### config.mk
export PLATFORM = sky130hd
export DESIGN_NAME = exec_core
export DESIGN_NICKNAME = d
export VERILOG_FILES = /design/src/shared/exec_pkg.sv /design/src/hdl/exec_core.sv
export SDC_FILE = /design/constraint.sdc
export NUM_CORES = 2
export LEC_CHECK = 0
export BUFFER_PORTS_ARGS = -buffer_cell sky130_fd_sc_hd__buf_2
export CAP_MARGIN = 20
export CORE_UTILIZATION = 25
export CTS_BUF_LIST = sky130_fd_sc_hd__clkbuf_4 sky130_fd_sc_hd__clkbuf_8 sky130_fd_sc_hd__clkbuf_16
export CTS_CLUSTER_DIAMETER = 120
export CTS_CLUSTER_SIZE = 25
export DETAILED_ROUTE_END_ITERATION = 10
export HOLD_SLACK_MARGIN = 0.15
export PLACE_DENSITY_LB_ADDON = 0.05
export SLEW_MARGIN = 20
export SYNTH_ARGS = -nofsm -noshare
export SYNTH_HDL_FRONTEND = slang
export SYNTH_SLANG_ARGS = --single-unit
### constraint.sdc
create_clock -name pclk -period 13.2 [get_ports pclk]
set_input_delay 1.32 -clock pclk [delete_from_list [all_inputs] [get_ports pclk]]
set_output_delay 1.32 -clock pclk [all_outputs]
set_load 0.02 [all_outputs]
### src/shared/exec_pkg.sv
// package: encodings, field layout, offsets and limits of the flag and load/store execution unit
package exec_pkg;

	typedef enum logic [4:0] {
		op_nop,
		op_add_s,
		op_sub_s,
		op_compare,
		op_compare_negative,
		op_shl_s,
		op_shr_s,
		op_branch,
		op_pc_addr,
		op_word_load,
		op_halfword_load,
		op_byte_load,
		op_word_store,
		op_halfword_store,
		op_byte_store
	} op_e;

	typedef enum logic [3:0] {
		cc_eq, cc_ne, cc_hs, cc_lo, cc_mi, cc_pl, cc_vs, cc_vc,
		cc_hi, cc_ls, cc_ge, cc_lt, cc_gt, cc_le, cc_al, cc_none
	} cond_e;

	typedef enum logic [1:0] {sz_byte, sz_half, sz_word} size_e;

	typedef struct packed {
		logic n;
		logic z;
		logic c;
		logic v;
	} flags_s;

	typedef struct packed {
		logic [31:0] res;
		flags_s      f;
	} alu_s;

	typedef struct packed {
		logic [31:0] addr;
		logic [31:0] wdata;
		logic        we;
		size_e       size;
	} mem_req_s;

	// command word layout
	localparam int CMD_OP_LSB   = 0;
	localparam int CMD_OP_W     = 5;
	localparam int CMD_COND_LSB = 5;
	localparam int CMD_COND_W   = 4;
	localparam int CMD_RD_LSB   = 9;
	localparam int CMD_RN_LSB   = 12;
	localparam int CMD_RM_LSB   = 15;
	localparam int CMD_SP_BIT   = 18;
	localparam int CMD_IMM_LSB  = 19;
	localparam int CMD_IMM_W    = 10;
	localparam int REG_IDX_W    = 3;
	localparam int LOW_REGS     = 8;

	// register offsets (byte addresses)
	localparam logic [7:0] OFF_CMD      = 8'h00;
	localparam logic [7:0] OFF_FLAGS    = 8'h04;
	localparam logic [7:0] OFF_PC       = 8'h08;
	localparam logic [7:0] OFF_STATUS   = 8'h0c;
	localparam logic [7:0] OFF_RESULT   = 8'h10;
	localparam logic [7:0] OFF_REG_BASE = 8'h40;
	localparam logic [7:0] OFF_REG_LAST = 8'h5c;
	localparam logic [7:0] OFF_SP       = 8'h60;

	// program_status_word field position (n,z,c,v from high to low)
	localparam int FLAGS_LSB = 28;

	// status register bits
	localparam int ST_BUSY    = 0;
	localparam int ST_TAKEN   = 1;
	localparam int ST_FAULT   = 2;
	localparam int ST_REFUSED = 3;

	// reset values
	localparam logic [31:0] PC_RESET    = 32'h0000_0000;
	localparam logic [31:0] SP_RESET    = 32'h0000_0000;
	localparam logic [31:0] REG_RESET   = 32'h0000_0000;
	localparam flags_s      FLAGS_RESET = '0;

	// offsets and limits
	localparam logic [31:0] PC_AHEAD       = 32'h0000_0004;
	localparam logic [31:0] INSN_BYTES     = 32'h0000_0002;
	localparam logic [9:0]  PC_ADDR_MAX    = 10'h3fc;
	localparam logic [9:0]  WORD_SP_MAX    = 10'h3fc;
	localparam logic [9:0]  WORD_LOW_MAX   = 10'h07c;
	localparam logic [9:0]  HALF_MAX       = 10'h03e;
	localparam logic [9:0]  BYTE_MAX       = 10'h01f;

endpackage : exec_pkg

### src/hdl/exec_core.sv
// flag-setting execution unit with conditional branch, pc-relative address and immediate load/store
// Function
// - flags an instruction does not update keep their previous value
// - branches use flags of the latest flag-updating instruction
// - negative and zero flags follow the result sign and zero test
// - addition carry set when unbounded sum reaches two to the 32
// - subtraction carry set when no borrow; shifts also produce carry
// - overflow set when result sign differs from infinitely precise sign
// - compare acts as subtraction, compare-negative as addition, no result written
// - conditional branch taken only when flags satisfy condition, else no effect
// - single-flag conditions test zero, carry, negative or overflow directly
// - higher is carry and not zero; lower-or-same is no carry or zero
// - signed conditions compare negative with overflow, less-or-equal as printed
// - branch with no suffix or always suffix is always taken
// - pc-relative address adds immediate to program counter into destination
// - pc-relative destination low register, target word aligned within 1020 bytes
// - pc-relative address leaves all flags unchanged
// - byte and halfword loads zero-extend; word loads write unchanged
// - stores write whole word, low byte or low halfword
// - effective address is base plus immediate, missing immediate is zero
// - immediate ranges: 1020/4 sp word, 124/4 word, 62/2 half, 31 byte
// - data and base registers low only; stack pointer base for words
// - effective address must be multiple of transfer size
// - immediate loads and stores leave all flags unchanged
// - unaligned access not performed, hard fault raised instead
// - pc value used is current instruction address plus four
`timescale 1ns/10ps
module exec_core
	import exec_pkg::*;
#(
	parameter int ADDR_W = 8
) (
	input  wire logic              pclk,       // bus clock, 50 MHz
	input  wire logic              presetn,    // asynchronous reset, active low
	input  wire logic              psel,       // apb select
	input  wire logic              penable,    // apb enable
	input  wire logic              pwrite,     // apb direction
	input  wire logic [ADDR_W-1:0] paddr,      // apb byte address
	input  wire logic [31:0]       pwdata,     // apb write data
	output logic      [31:0]       prdata,     // apb read data
	output logic                   pready,     // apb ready
	output logic                   pslverr,    // apb error, unmapped address
	output mem_req_s               mem_req,    // memory request fields
	output logic                   mem_valid,  // memory request pending
	input  wire logic              mem_ack,    // memory request accepted this cycle
	input  wire logic [31:0]       mem_rdata,  // load data, right-justified
	output logic                   hard_fault  // one-cycle hard_fault_exception pulse
);

	if (ADDR_W < 7) begin : g_chk
		$error("exec_core: ADDR_W must be at least 7");
	end

	typedef enum logic [1:0] {st_idle, st_exec, st_mem} state_e;

	state_e      state_q;
	logic [31:0] cmd_q;
	logic [31:0] regs_q [LOW_REGS];
	logic [31:0] sp_q;
	logic [31:0] pc_q;
	flags_s      flags_q;
	logic [31:0] result_q;
	logic        taken_q;
	logic        fault_q;
	logic        refused_q;
	logic        pready_q;
	logic [31:0] prdata_q;
	logic        pslverr_q;
	mem_req_s    mem_req_q;
	logic        mem_valid_q;
	logic        hard_fault_q;
	logic [REG_IDX_W-1:0] mem_rd_q;

	function automatic alu_s add_op(input logic [31:0] a, input logic [31:0] b, input logic cin);
		logic [32:0] s;
		alu_s        r;
		s = {1'b0, a} + {1'b0, b} + {32'h0, cin};
		r.res = s[31:0];
		r.f.n = s[31];
		r.f.z = (s[31:0] == 32'h0);
		r.f.c = s[32];
		r.f.v = (a[31] == b[31]) && (s[31] != a[31]);
		return r;
	endfunction : add_op

	function automatic logic cond_pass(input cond_e cc, input flags_s f);
		logic p;
		unique case (cc)
			cc_eq:   p = f.z;
			cc_ne:   p = !f.z;
			cc_hs:   p = f.c;
			cc_lo:   p = !f.c;
			cc_mi:   p = f.n;
			cc_pl:   p = !f.n;
			cc_vs:   p = f.v;
			cc_vc:   p = !f.v;
			cc_hi:   p = f.c && !f.z;
			cc_ls:   p = !f.c || f.z;
			cc_ge:   p = (f.n == f.v);
			cc_lt:   p = (f.n != f.v);
			cc_gt:   p = !f.z && (f.n == f.v);
			cc_le:   p = f.z && (f.n != f.v);
			cc_al,
			cc_none: p = 1'b1;
		endcase
		return p;
	endfunction : cond_pass

	function automatic logic [31:0] zero_extend(input size_e sz, input logic [31:0] d);
		logic [31:0] r;
		unique case (sz)
			sz_byte: r = {24'h0, d[7:0]};
			sz_half: r = {16'h0, d[15:0]};
			default: r = d;
		endcase
		return r;
	endfunction : zero_extend

	// command field decode
	logic [4:0]           op_raw;
	op_e                  op;
	cond_e                cc;
	logic [REG_IDX_W-1:0] rd;
	logic [REG_IDX_W-1:0] rn;
	logic [REG_IDX_W-1:0] rm;
	logic                 base_sp;
	logic [CMD_IMM_W-1:0] imm;

	assign op_raw  = cmd_q[CMD_OP_LSB +: CMD_OP_W];
	assign op      = op_e'(op_raw);
	assign cc      = cond_e'(cmd_q[CMD_COND_LSB +: CMD_COND_W]);
	assign rd      = cmd_q[CMD_RD_LSB +: REG_IDX_W];
	assign rn      = cmd_q[CMD_RN_LSB +: REG_IDX_W];
	assign rm      = cmd_q[CMD_RM_LSB +: REG_IDX_W];
	assign base_sp = cmd_q[CMD_SP_BIT];
	assign imm     = cmd_q[CMD_IMM_LSB +: CMD_IMM_W];

	// execute-stage decisions
	logic [31:0] imm32;
	logic [31:0] pc_ahead;
	logic [31:0] base;
	logic [31:0] eff_addr;
	alu_s        alu;
	logic        rd_we;
	logic        flags_we;
	logic        go_mem;
	logic        bad;
	logic        misaligned;
	logic        taken;
	size_e       sz;
	logic        is_store;
	logic [32:0] sh;

	assign imm32    = {22'h0, imm};
	assign pc_ahead = pc_q + PC_AHEAD;
	assign base     = base_sp ? sp_q : regs_q[rn];
	assign eff_addr = base + imm32;

	always_comb begin
		alu        = '0;
		rd_we      = 1'b0;
		flags_we   = 1'b0;
		go_mem     = 1'b0;
		bad        = 1'b0;
		misaligned = 1'b0;
		taken      = 1'b0;
		sz         = sz_word;
		is_store   = 1'b0;
		sh         = '0;
		alu.f      = flags_q;
		unique case (op)
			op_nop: begin
			end
			op_add_s, op_compare_negative: begin
				alu      = add_op(regs_q[rn], regs_q[rm], 1'b0);
				flags_we = 1'b1;
				rd_we    = (op == op_add_s);
			end
			op_sub_s, op_compare: begin
				alu      = add_op(regs_q[rn], ~regs_q[rm], 1'b1);
				flags_we = 1'b1;
				rd_we    = (op == op_sub_s);
			end
			op_shl_s: begin
				sh        = {1'b0, regs_q[rn]} << imm[4:0];
				alu.res   = sh[31:0];
				alu.f.n   = sh[31];
				alu.f.z   = (sh[31:0] == 32'h0);
				alu.f.c   = (imm[4:0] == 5'h0) ? flags_q.c : sh[32];
				flags_we  = 1'b1;
				rd_we     = 1'b1;
			end
			op_shr_s: begin
				sh        = {regs_q[rn], 1'b0} >> imm[4:0];
				alu.res   = sh[32:1];
				alu.f.n   = sh[32];
				alu.f.z   = (sh[32:1] == 32'h0);
				alu.f.c   = (imm[4:0] == 5'h0) ? flags_q.c : sh[0];
				flags_we  = 1'b1;
				rd_we     = 1'b1;
			end
			op_branch: begin
				taken = cond_pass(cc, flags_q);
			end
			op_pc_addr: begin
				alu.res = pc_ahead + imm32;
				bad     = (imm > PC_ADDR_MAX) || (imm[1:0] != 2'b00)
				          || (alu.res[1:0] != 2'b00);
				rd_we   = !bad;
			end
			op_word_load, op_word_store: begin
				sz       = sz_word;
				is_store = (op == op_word_store);
				bad      = base_sp ? (imm > WORD_SP_MAX) : (imm > WORD_LOW_MAX);
				bad      = bad || (imm[1:0] != 2'b00);
				go_mem   = 1'b1;
			end
			op_halfword_load, op_halfword_store: begin
				sz       = sz_half;
				is_store = (op == op_halfword_store);
				bad      = base_sp || (imm > HALF_MAX) || imm[0];
				go_mem   = 1'b1;
			end
			op_byte_load, op_byte_store: begin
				sz       = sz_byte;
				is_store = (op == op_byte_store);
				bad      = base_sp || (imm > BYTE_MAX);
				go_mem   = 1'b1;
			end
			default: begin
				bad = 1'b1;
			end
		endcase
		if (go_mem && !bad) begin
			unique case (sz)
				sz_word: misaligned = (eff_addr[1:0] != 2'b00);
				sz_half: misaligned = eff_addr[0];
				default: misaligned = 1'b0;
			endcase
		end
	end

	// apb decode
	logic [7:0]  off;
	logic        hit;
	logic [31:0] rdata_c;
	logic        idle;
	logic        wr_fire;
	logic        in_regs;

	assign off     = paddr[7:0];
	assign idle    = (state_q == st_idle);
	assign wr_fire = psel && penable && pready_q && pwrite && !pslverr_q;
	assign in_regs = (off >= OFF_REG_BASE) && (off <= OFF_REG_LAST);

	always_comb begin
		hit     = 1'b1;
		rdata_c = 32'h0;
		if ((paddr[ADDR_W-1:8 > ADDR_W-1 ? ADDR_W-1 : 8] != '0 && ADDR_W > 8) || off[1:0] != 2'b00) begin
			hit = 1'b0;
		end else if (in_regs) begin
			rdata_c = regs_q[off[4:2]];
		end else begin
			unique case (off)
				OFF_CMD:    rdata_c = cmd_q;
				OFF_FLAGS:  rdata_c = {flags_q, 28'h0};
				OFF_PC:     rdata_c = pc_q;
				OFF_STATUS: rdata_c = {28'h0, refused_q, fault_q, taken_q, !idle};
				OFF_RESULT: rdata_c = result_q;
				OFF_SP:     rdata_c = sp_q;
				default:    hit     = 1'b0;
			endcase
		end
	end

	// ready one cycle into the access phase, data and error registered with it
	always_ff @(posedge pclk or negedge presetn) begin
		if (!presetn) begin
			pready_q  <= 1'b0;
			prdata_q  <= 32'h0;
			pslverr_q <= 1'b0;
		end else if (psel && penable && !pready_q) begin
			pready_q  <= 1'b1;
			prdata_q  <= pwrite ? 32'h0 : rdata_c;
			pslverr_q <= !hit;
		end else begin
			pready_q  <= 1'b0;
			pslverr_q <= 1'b0;
		end
	end

	// sequencing: a command write while idle starts one instruction
	always_ff @(posedge pclk or negedge presetn) begin
		if (!presetn) begin
			state_q <= st_idle;
			cmd_q   <= 32'h0;
		end else begin
			unique case (state_q)
				st_idle: begin
					if (wr_fire && off == OFF_CMD) begin
						cmd_q   <= pwdata;
						state_q <= st_exec;
					end
				end
				st_exec: begin
					state_q <= (go_mem && !bad && !misaligned) ? st_mem : st_idle;
				end
				st_mem: begin
					if (mem_ack) begin
						state_q <= st_idle;
					end
				end
			endcase
		end
	end

	// low register file and stack pointer
	always_ff @(posedge pclk or negedge presetn) begin
		if (!presetn) begin
			for (int i = 0; i < LOW_REGS; i++) begin
				regs_q[i] <= REG_RESET;
			end
			sp_q <= SP_RESET;
		end else if (idle && wr_fire && in_regs) begin
			regs_q[off[4:2]] <= pwdata;
		end else if (idle && wr_fire && off == OFF_SP) begin
			sp_q <= pwdata;
		end else if (state_q == st_exec && rd_we) begin
			regs_q[rd] <= alu.res;
		end else if (state_q == st_mem && mem_ack && !mem_req_q.we) begin
			regs_q[mem_rd_q] <= zero_extend(mem_req_q.size, mem_rdata);
		end
	end

	// program_status_word flags
	always_ff @(posedge pclk or negedge presetn) begin
		if (!presetn) begin
			flags_q <= FLAGS_RESET;
		end else if (idle && wr_fire && off == OFF_FLAGS) begin
			flags_q <= flags_s'(pwdata[FLAGS_LSB +: 4]);
		end else if (state_q == st_exec && flags_we) begin
			flags_q <= alu.f;
		end
	end

	// program counter: advance one instruction, or to the branch target
	always_ff @(posedge pclk or negedge presetn) begin
		if (!presetn) begin
			pc_q <= PC_RESET;
		end else if (idle && wr_fire && off == OFF_PC) begin
			pc_q <= pwdata;
		end else if (state_q == st_exec && !bad && !misaligned) begin
			pc_q <= taken ? pc_ahead + {{21{imm[9]}}, imm, 1'b0} : pc_q + INSN_BYTES;
		end
	end

	// result and outcome status of the last instruction
	always_ff @(posedge pclk or negedge presetn) begin
		if (!presetn) begin
			result_q  <= 32'h0;
			taken_q   <= 1'b0;
			fault_q   <= 1'b0;
			refused_q <= 1'b0;
		end else if (state_q == st_exec) begin
			result_q  <= go_mem ? eff_addr : alu.res;
			taken_q   <= taken;
			fault_q   <= !bad && misaligned;
			refused_q <= bad;
		end else if (state_q == st_mem && mem_ack && !mem_req_q.we) begin
			result_q <= zero_extend(mem_req_q.size, mem_rdata);
		end
	end

	// memory request held until accepted
	always_ff @(posedge pclk or negedge presetn) begin
		if (!presetn) begin
			mem_req_q   <= '0;
			mem_valid_q <= 1'b0;
			mem_rd_q    <= '0;
		end else if (state_q == st_exec && go_mem && !bad && !misaligned) begin
			mem_req_q.addr  <= eff_addr;
			mem_req_q.wdata <= is_store ? zero_extend(sz, regs_q[rd]) : 32'h0;
			mem_req_q.we    <= is_store;
			mem_req_q.size  <= sz;
			mem_valid_q     <= 1'b1;
			mem_rd_q        <= rd;
		end else if (mem_ack) begin
			mem_valid_q <= 1'b0;
		end
	end

	always_ff @(posedge pclk or negedge presetn) begin
		if (!presetn) begin
			hard_fault_q <= 1'b0;
		end else begin
			hard_fault_q <= (state_q == st_exec) && !bad && misaligned;
		end
	end

	assign prdata     = prdata_q;
	assign pready     = pready_q;
	assign pslverr    = pslverr_q;
	assign mem_req    = mem_req_q;
	assign mem_valid  = mem_valid_q;
	assign hard_fault = hard_fault_q;

endmodule : exec_core

==> Yosys cells after proc, flatten, opt, wreduce, memory -nomap -nowiden <==
Cells that the tools add are included.
{ "totals": {"register_bits": 499, "latch_bits": 0, "ram_bits": 0, "rom_bits": 0, "input_bits": 78, "elab_cells": 274, "n_memories": 0} }
{ "op_classes": {"addsub": 8, "mul": 0, "n_div": 0, "magnitude_cmp": 14, "n_eq_ne": 50, "shifts": 2, "mux": 71, "n_bitwise": 7, "n_reduce_logical": 92} }
{ "ops": {"columns": ["operator", "n"], "rows": [
  ["two-way mux 256 bit", 4],
  ["two-way mux 32 bit", 25],
  ["bitwise mux 256 bit", 3],
  ["binary-select mux 32 bit (select 3 bit)", 4],
  ["demux 32 bit (select 3 bit)", 3],
  ["one-hot mux 32 bit (6 select lines)", 1],
  ["one-hot mux 32 bit (5 select lines)", 1],
  ["logical NOT 32 bit", 4],
  ["one-hot mux 32 bit (2 select lines)", 2],
  ["adder 32 x 32 -> 33 bit", 2],
  ["adder 32 x 10 -> 32 bit", 2],
  ["== test 5 x 4 -> 1 bit, second input constant", 7],
  ["adder 33 x 1 -> 33 bit, second input constant", 1],
  ["logical AND 1 bit", 33],
  ["left shift 32 x 5 -> 33 bit", 1],
  [">> shifter 33 x 5 -> 33 bit", 1],
  ["adder 32 x 2 -> 32 bit, second input constant", 1],
  ["adder 32 x 3 -> 32 bit, second input constant", 1],
  ["adder 32 bit", 1],
  ["== test 4 bit, second input constant", 8],
  ["NOT 32 bit", 1],
  ["== test 5 x 3 -> 1 bit, second input constant", 4],
  [">= comparator 4 bit, second input constant", 5],
  ["NOT 3 -> 4 bit", 5],
  ["other kinds (49)", 124]
]} }

==> Longest topological paths before layout <==
{ "depth": {"ltp_word": 15, "ltp_mapped": 24} }

==> Least setup slack after synthesis <==
OpenSTA, ideal clock, no wires.
{ "synth_timing": {"path_type": "reg2reg", "from": "register cmd_q[13]", "to": "register flags_q[2] in the netlist's numbering", "setup_time_ns": 0.077, "t_arrival_ns": 5.507, "setup_slack_ns": 7.616, "stages_incl_launch_ff": 22, "path_buffers": 4, "period_less_slack_ns": 5.584, "path_cell_list": "dfrtp_1 > buf_6 > buf_4 > buf_2 > buf_2 > mux4_2 > mux2i_1 > ha_1 > inv_1 > fa_1 > a211o_1 > a21boi_0 > o21a_1 > o31ai_1 > a222oi_1 > nand2b_1 > xnor2_1 > or4_1 > or4_1 > nor4b_1 > a41oi_1 > a21oi_1"} }
{ "synth_between": {"elab_chain_len": 10} }
{ "synth_lines": {"columns": ["item", "line_no", "text"], "rows": [
  ["start: declaration", "exec_core.sv:57", "logic [31:0] cmd_q;"],
  ["start signal: assignment", "exec_core.sv:301", "cmd_q <= pwdata;"],
  ["NOT 3 -> 4 bit (not written as such) (*)", null, null],
  ["binary-select mux 32 bit (select 3 bit) (*)", null, null],
  ["two-way mux 32 bit (not written as such) (*) (2 in series)", null, null],
  ["adder 32 x 32 -> 33 bit", "exec_core.sv:77", "s = {1'b0, a} + {1'b0, b} + {32'h0, cin};"],
  ["adder 33 x 1 -> 33 bit", "exec_core.sv:77", null],
  ["logical NOT 32 bit", "exec_core.sv:80", "r.f.z = (s[31:0] == 32'h0);"],
  ["one-hot mux 3 bit (4 select lines) (*)", "exec_core.sv:171", "unique case (op)"],
  ["two-way mux 4 bit (*)", "exec_core.sv:341", "end else if (state_q == st_exec && flags_we) begin"],
  ["two-way mux 4 bit (*)", "exec_core.sv:339", "end else if (idle && wr_fire && off == OFF_FLAGS) begin"],
  ["end signal: assignment", "exec_core.sv:340", "flags_q <= flags_s'(pwdata[FLAGS_LSB +: 4]);"],
  ["end signal: assignment", "exec_core.sv:342", "flags_q <= alu.f;"],
  ["end: declaration", "exec_core.sv:61", "flags_s flags_q;"]
]} }
Every way passes the cells marked *; elsewhere a longest branch is shown, timed or not. The select of a mux whose other input is x is not followed.
A chain may end at the register's enable or synchronous reset.

==> Worst setup path in the final report <==
{ "layout_timing": {"from": "register cmd_q[13]", "to": "register regs_q[158] in the netlist's numbering"} }
{ "layout_between": {"elab_chain_len": 11} }
{ "layout_lines": {"columns": ["item", "line_no", "text"], "rows": [
  ["NOT 3 -> 4 bit (not written as such) (*)", null, null],
  ["binary-select mux 32 bit (select 3 bit) (*)", null, null],
  ["two-way mux 32 bit (not written as such) (*) (2 in series)", null, null],
  ["adder 32 x 32 -> 33 bit", "exec_core.sv:77", null],
  ["adder 33 x 1 -> 33 bit", "exec_core.sv:77", null],
  ["one-hot mux 32 bit (5 select lines) (*)", "exec_core.sv:171", null],
  ["bitwise mux 256 bit (*)", "exec_core.sv:329", "regs_q[rd] <= alu.res;"],
  ["two-way mux 256 bit (*)", "exec_core.sv:328", "end else if (state_q == st_exec && rd_we) begin"],
  ["two-way mux 256 bit (*)", "exec_core.sv:326", "end else if (idle && wr_fire && off == OFF_SP) begin"],
  ["two-way mux 256 bit (*)", "exec_core.sv:324", "end else if (idle && wr_fire && in_regs) begin"],
  ["end signal: indexed assignment", "exec_core.sv:325", "regs_q[off[4:2]] <= pwdata;"],
  ["end signal: indexed assignment", "exec_core.sv:329", null],
  ["end signal: indexed assignment", "exec_core.sv:331", "regs_q[mem_rd_q] <= zero_extend(mem_req_q.size, mem_rdata);"],
  ["end: declaration", "exec_core.sv:58", "logic [31:0] regs_q [LOW_REGS];"]
]} }
Marks and branches as above.

==> flow_metrics.tcl <==
set metrics [dict create \
    status "finished clean" \
    met3_length_mm 25.0 \
    yosysSeqAreaShare_pct 26.2 \
    endpoint_kind "register" \
    synth_top_area_share_pct 26.2 \
    power_leakage_nw 20.6 \
    fp-row-count 160 \
    worst_ep_arrival_time_ns 9.45 \
    yosysTopAreaCell "dfrtp_1" \
    max_cap_viol_count 0 \
    wl_per_cell_um 40.5 \
    ios 181 \
    drive_gt1_share_pct 18.1 \
    synth.distinct_cells 91 \
    antenna_left 0 \
    cts_hold_buf 0 \
    antenna_found_initial 45 \
    required_ns 13.80 \
    first_pass_iters 9 \
    syn_to_final_growth_pct 10.8 \
    die_x_um 439 \
    core_area_um2 190000 \
    cts_setup_buffers 0 \
    cts_sinks 499 \
    final_cell_mix "nand2_1, nor2_1, dfrtp_1" \
    hold_path_class "register to register" \
    synth_edf_count 0 \
    ctsLongestPathBuffers 3 \
    ys_seq_elements 499 \
    preCtsSetupSlack_ns 4.89 \
    synth.net_count 5684 \
    fin_crit_ns 8.86 \
    fin_ws_ns 4.34 \
    initial_utilization_pct 25.1 \
    drt_iter0_markers 7251 \
    grt.overflow.total 0 \
    p_clk_share_pct 32.3 \
    dieArea_um2 193000 \
    start_kind "register" \
    cts_buffers 37 \
    dpl.hpwl_mm 241 \
    vias 50000 \
    route.met2.wl_mm 138 \
    grt_usage_pct 32.2 \
    clk_latency_ns 0.71 \
    internal_power_mw 2.65 \
    setup.worst_path.class "register to register" \
    seqPwrFrac_pct 37.0 \
    grt_max_degree 118 \
    cts_resized 0 \
    p_per_area_nw_per_um2 85.3 \
    syn-mean-instance-area_um2 8.71 \
    grt_pass1_vias 47600 \
    fmax_ghz 0.113 \
    clock_tree.root_cell "clkbuf_16" \
    worst_pin_slew_ns 1.30 \
    skew_ns 0.0566 \
    synth_ff_type "dfrtp_1" \
    rsz0062_at_grt "no" \
    fillers 20500 \
    wl_met1_mm 142 \
    p_sw_mw 1.86 \
    path_max_fanout 47 \
    swShare_pct 41.1 \
    grt_first_pass_wirelength_mm 432 \
    syn_area_um2 47700 \
    period_share_pct 67.1 \
    finalHoldViolCount 0 \
    power_frac_comb_pct 30.8 \
    setup_violations 0 \
    routed_wl_mm 320 \
    mostFrequentLayoutCell "nand2_1" \
    drc 0 \
    cts_tree "yes" \
    synth_area_leaders "dfrtp_1, mux4_2, mux2i_1" \
    avgViaCountPerCell 6.33 \
    max-slew-margin-rel_pct 12.9 \
    syn_inst 5481 \
    fin_tns_setup_ns 0 \
    yosys_warnings 0 \
    path_clk_slew_ns 0.12 \
    maxSlewViolCount 0 \
    routed.top_layer "met5" \
    utilization_pct 27.8 \
    htreeDepth 2 \
    gp_congestion 0.956 \
    die_y_um 439 \
    ir_drop_uv 79.9 \
    io_buffers 180 \
    num-nets-final 5544 \
    async_flop_share_pct 100 \
]
[synth_stat cells (13+ instances only)]
master    number
a211o_1       14
a211oi_1      39
a21o_1        33
a21oi_1      344
a221o_1       15
a221oi_1     110
a222oi_1     130
a22o_1        63
a22oi_1       66
a31oi_1       40
a32oi_1       21
and2_1        51
and3_1        30
buf_1         83
buf_2         29
clkbuf_1     404
dfrtp_1      499
ha_1         120
inv_1        133
mux2_2       164
mux2i_1      293
mux4_2       246
nand2_1      517
nand2b_1      58
nand3_1      106
nand4_1       30
nor2_1       531
nor2b_1       31
nor3_1        78
nor4_1        49
o211ai_1      66
o21a_1        37
o21ai_0      346
o21bai_1      20
o221a_2       16
o221ai_1      41
o22a_1        13
o22ai_1      165
o31ai_1       26
or2_2         21
or3_1         23
xnor2_1      123
xor2_1        42
[final timing paths]
path / from / end / slack, ns / cells after the start
setup / recovery: cmd_q[13]$_DFFE_PN0P_ / regs_q[158]$_DFFE_PN0P_ / 4.34 / 17
hold / removal: mem_req[54]$_DFFE_PN0P_ / mem_req[54]$_DFFE_PN0P_ / 0.48 / 2
setup reg to reg: cmd_q[13]$_DFFE_PN0P_ / regs_q[158]$_DFFE_PN0P_ / 4.34 / 17
hold reg to reg: mem_req[54]$_DFFE_PN0P_ / mem_req[54]$_DFFE_PN0P_ / 0.48 / 2
max in group asynchronous: presetn / cmd_q[18]$_DFFE_PN0P_ / 10.23 / 3
min in group asynchronous: presetn / mem_req[23]$_DFFE_PN0P_ / 0.59 / 1
[metrics by stage]
step | power, mW | std cells | hold slack [ns] | cell area, um^2
after global routing | 4.67 | 7879 | 0.513 | 52900
final | 4.51 | 7891 | 0.481 | 52900
after detailed placement | 3.06 | 7813 | 0.465 | 51500
after floorplan | 2.48 | 5481 | 0.460 | 47700
after CTS | 4.53 | 7878 | 0.491 | 52800
after global placement | 3.07 | 7811 | 0.461 | 51400
[routing by layer]
| metal | up-vias | global-route usage [%] |
|---|---|---|
| met4 | 20 | 12.3 |
| met5 | - | 0.0744 |
| li1 | 20800 | - |
| met3 | 394 | 5.88 |
| met1 | 26300 | 45.4 |
| met2 | 2560 | 48.4 |
[registers in the layout, summed over array words and instances (netlist names)]
name        cells
regs_q        256
mem_req        67
cmd_q          32
pc_q           32
prdata         32
result_q       32
sp_q           32
flags_q         4
mem_rd_q        3
state_q         2
fault_q         1
hard_fault      1
mem_valid       1
pready          1
pslverr         1
refused_q       1
taken_q         1
[power groups by stage]
stage                     registers (mW)  clock network [mW]  logic (mW)
final                               1.67                1.46        1.39
after global routing                1.67                1.54        1.46
after CTS                           1.66                1.50        1.37
after detailed placement            1.69                   0        1.36
after global placement              1.69                   0        1.37
after floorplan                     1.63                   0       0.844
[cell type report]
| type | count | area [um^2] | area share, % |
|---|---|---|---|
| sequential | 499 | 12500 | 23.7 |
| clock inverter | 23 | 365 | 0.691 |
| inverter | 138 | 518 | 0.979 |
| tap | 2511 | 3140 | 5.94 |
| multi-input combinational | 4315 | 33100 | 62.5 |
| timing repair buffer | 350 | 2230 | 4.23 |
| antenna | 13 | 32.5 | 0.0615 |
| clock buffer | 42 | 1010 | 1.91 |
[cells by family after synthesis]
family / Yosys count / synth area share [%]
AO/OA/AOI/OAI: 1737 / 25.2
AND/OR/NAND/NOR: 1581 / 15.0
multiplexers: 707 / 21.8
buffers and inverters: 667 / 5.46
flip-flops: 499 / 26.2
XOR/XNOR: 165 / 3.03
adder cells (fa/ha/maj): 125 / 3.35
[worst max-delay path, stage by stage (launching register included)]
cell and delay (ns):
dfrtp_4 0.94, buf_4 0.76, mux4_2 0.62, mux2i_1 0.69
inv_1 0.43, ha_1 0.64, nor2_1 0.29, o21ai_0 0.16
a21o_1 0.21, a211o_1 0.24, a2111oi_0 0.93, nor4b_1 0.21
o41ai_1 0.63, a221oi_1 0.25, xnor2_1 0.18, o21ai_1 0.99
a222oi_1 0.28, a21oi_1 0.21
Power figures use the tool's default switching activity.
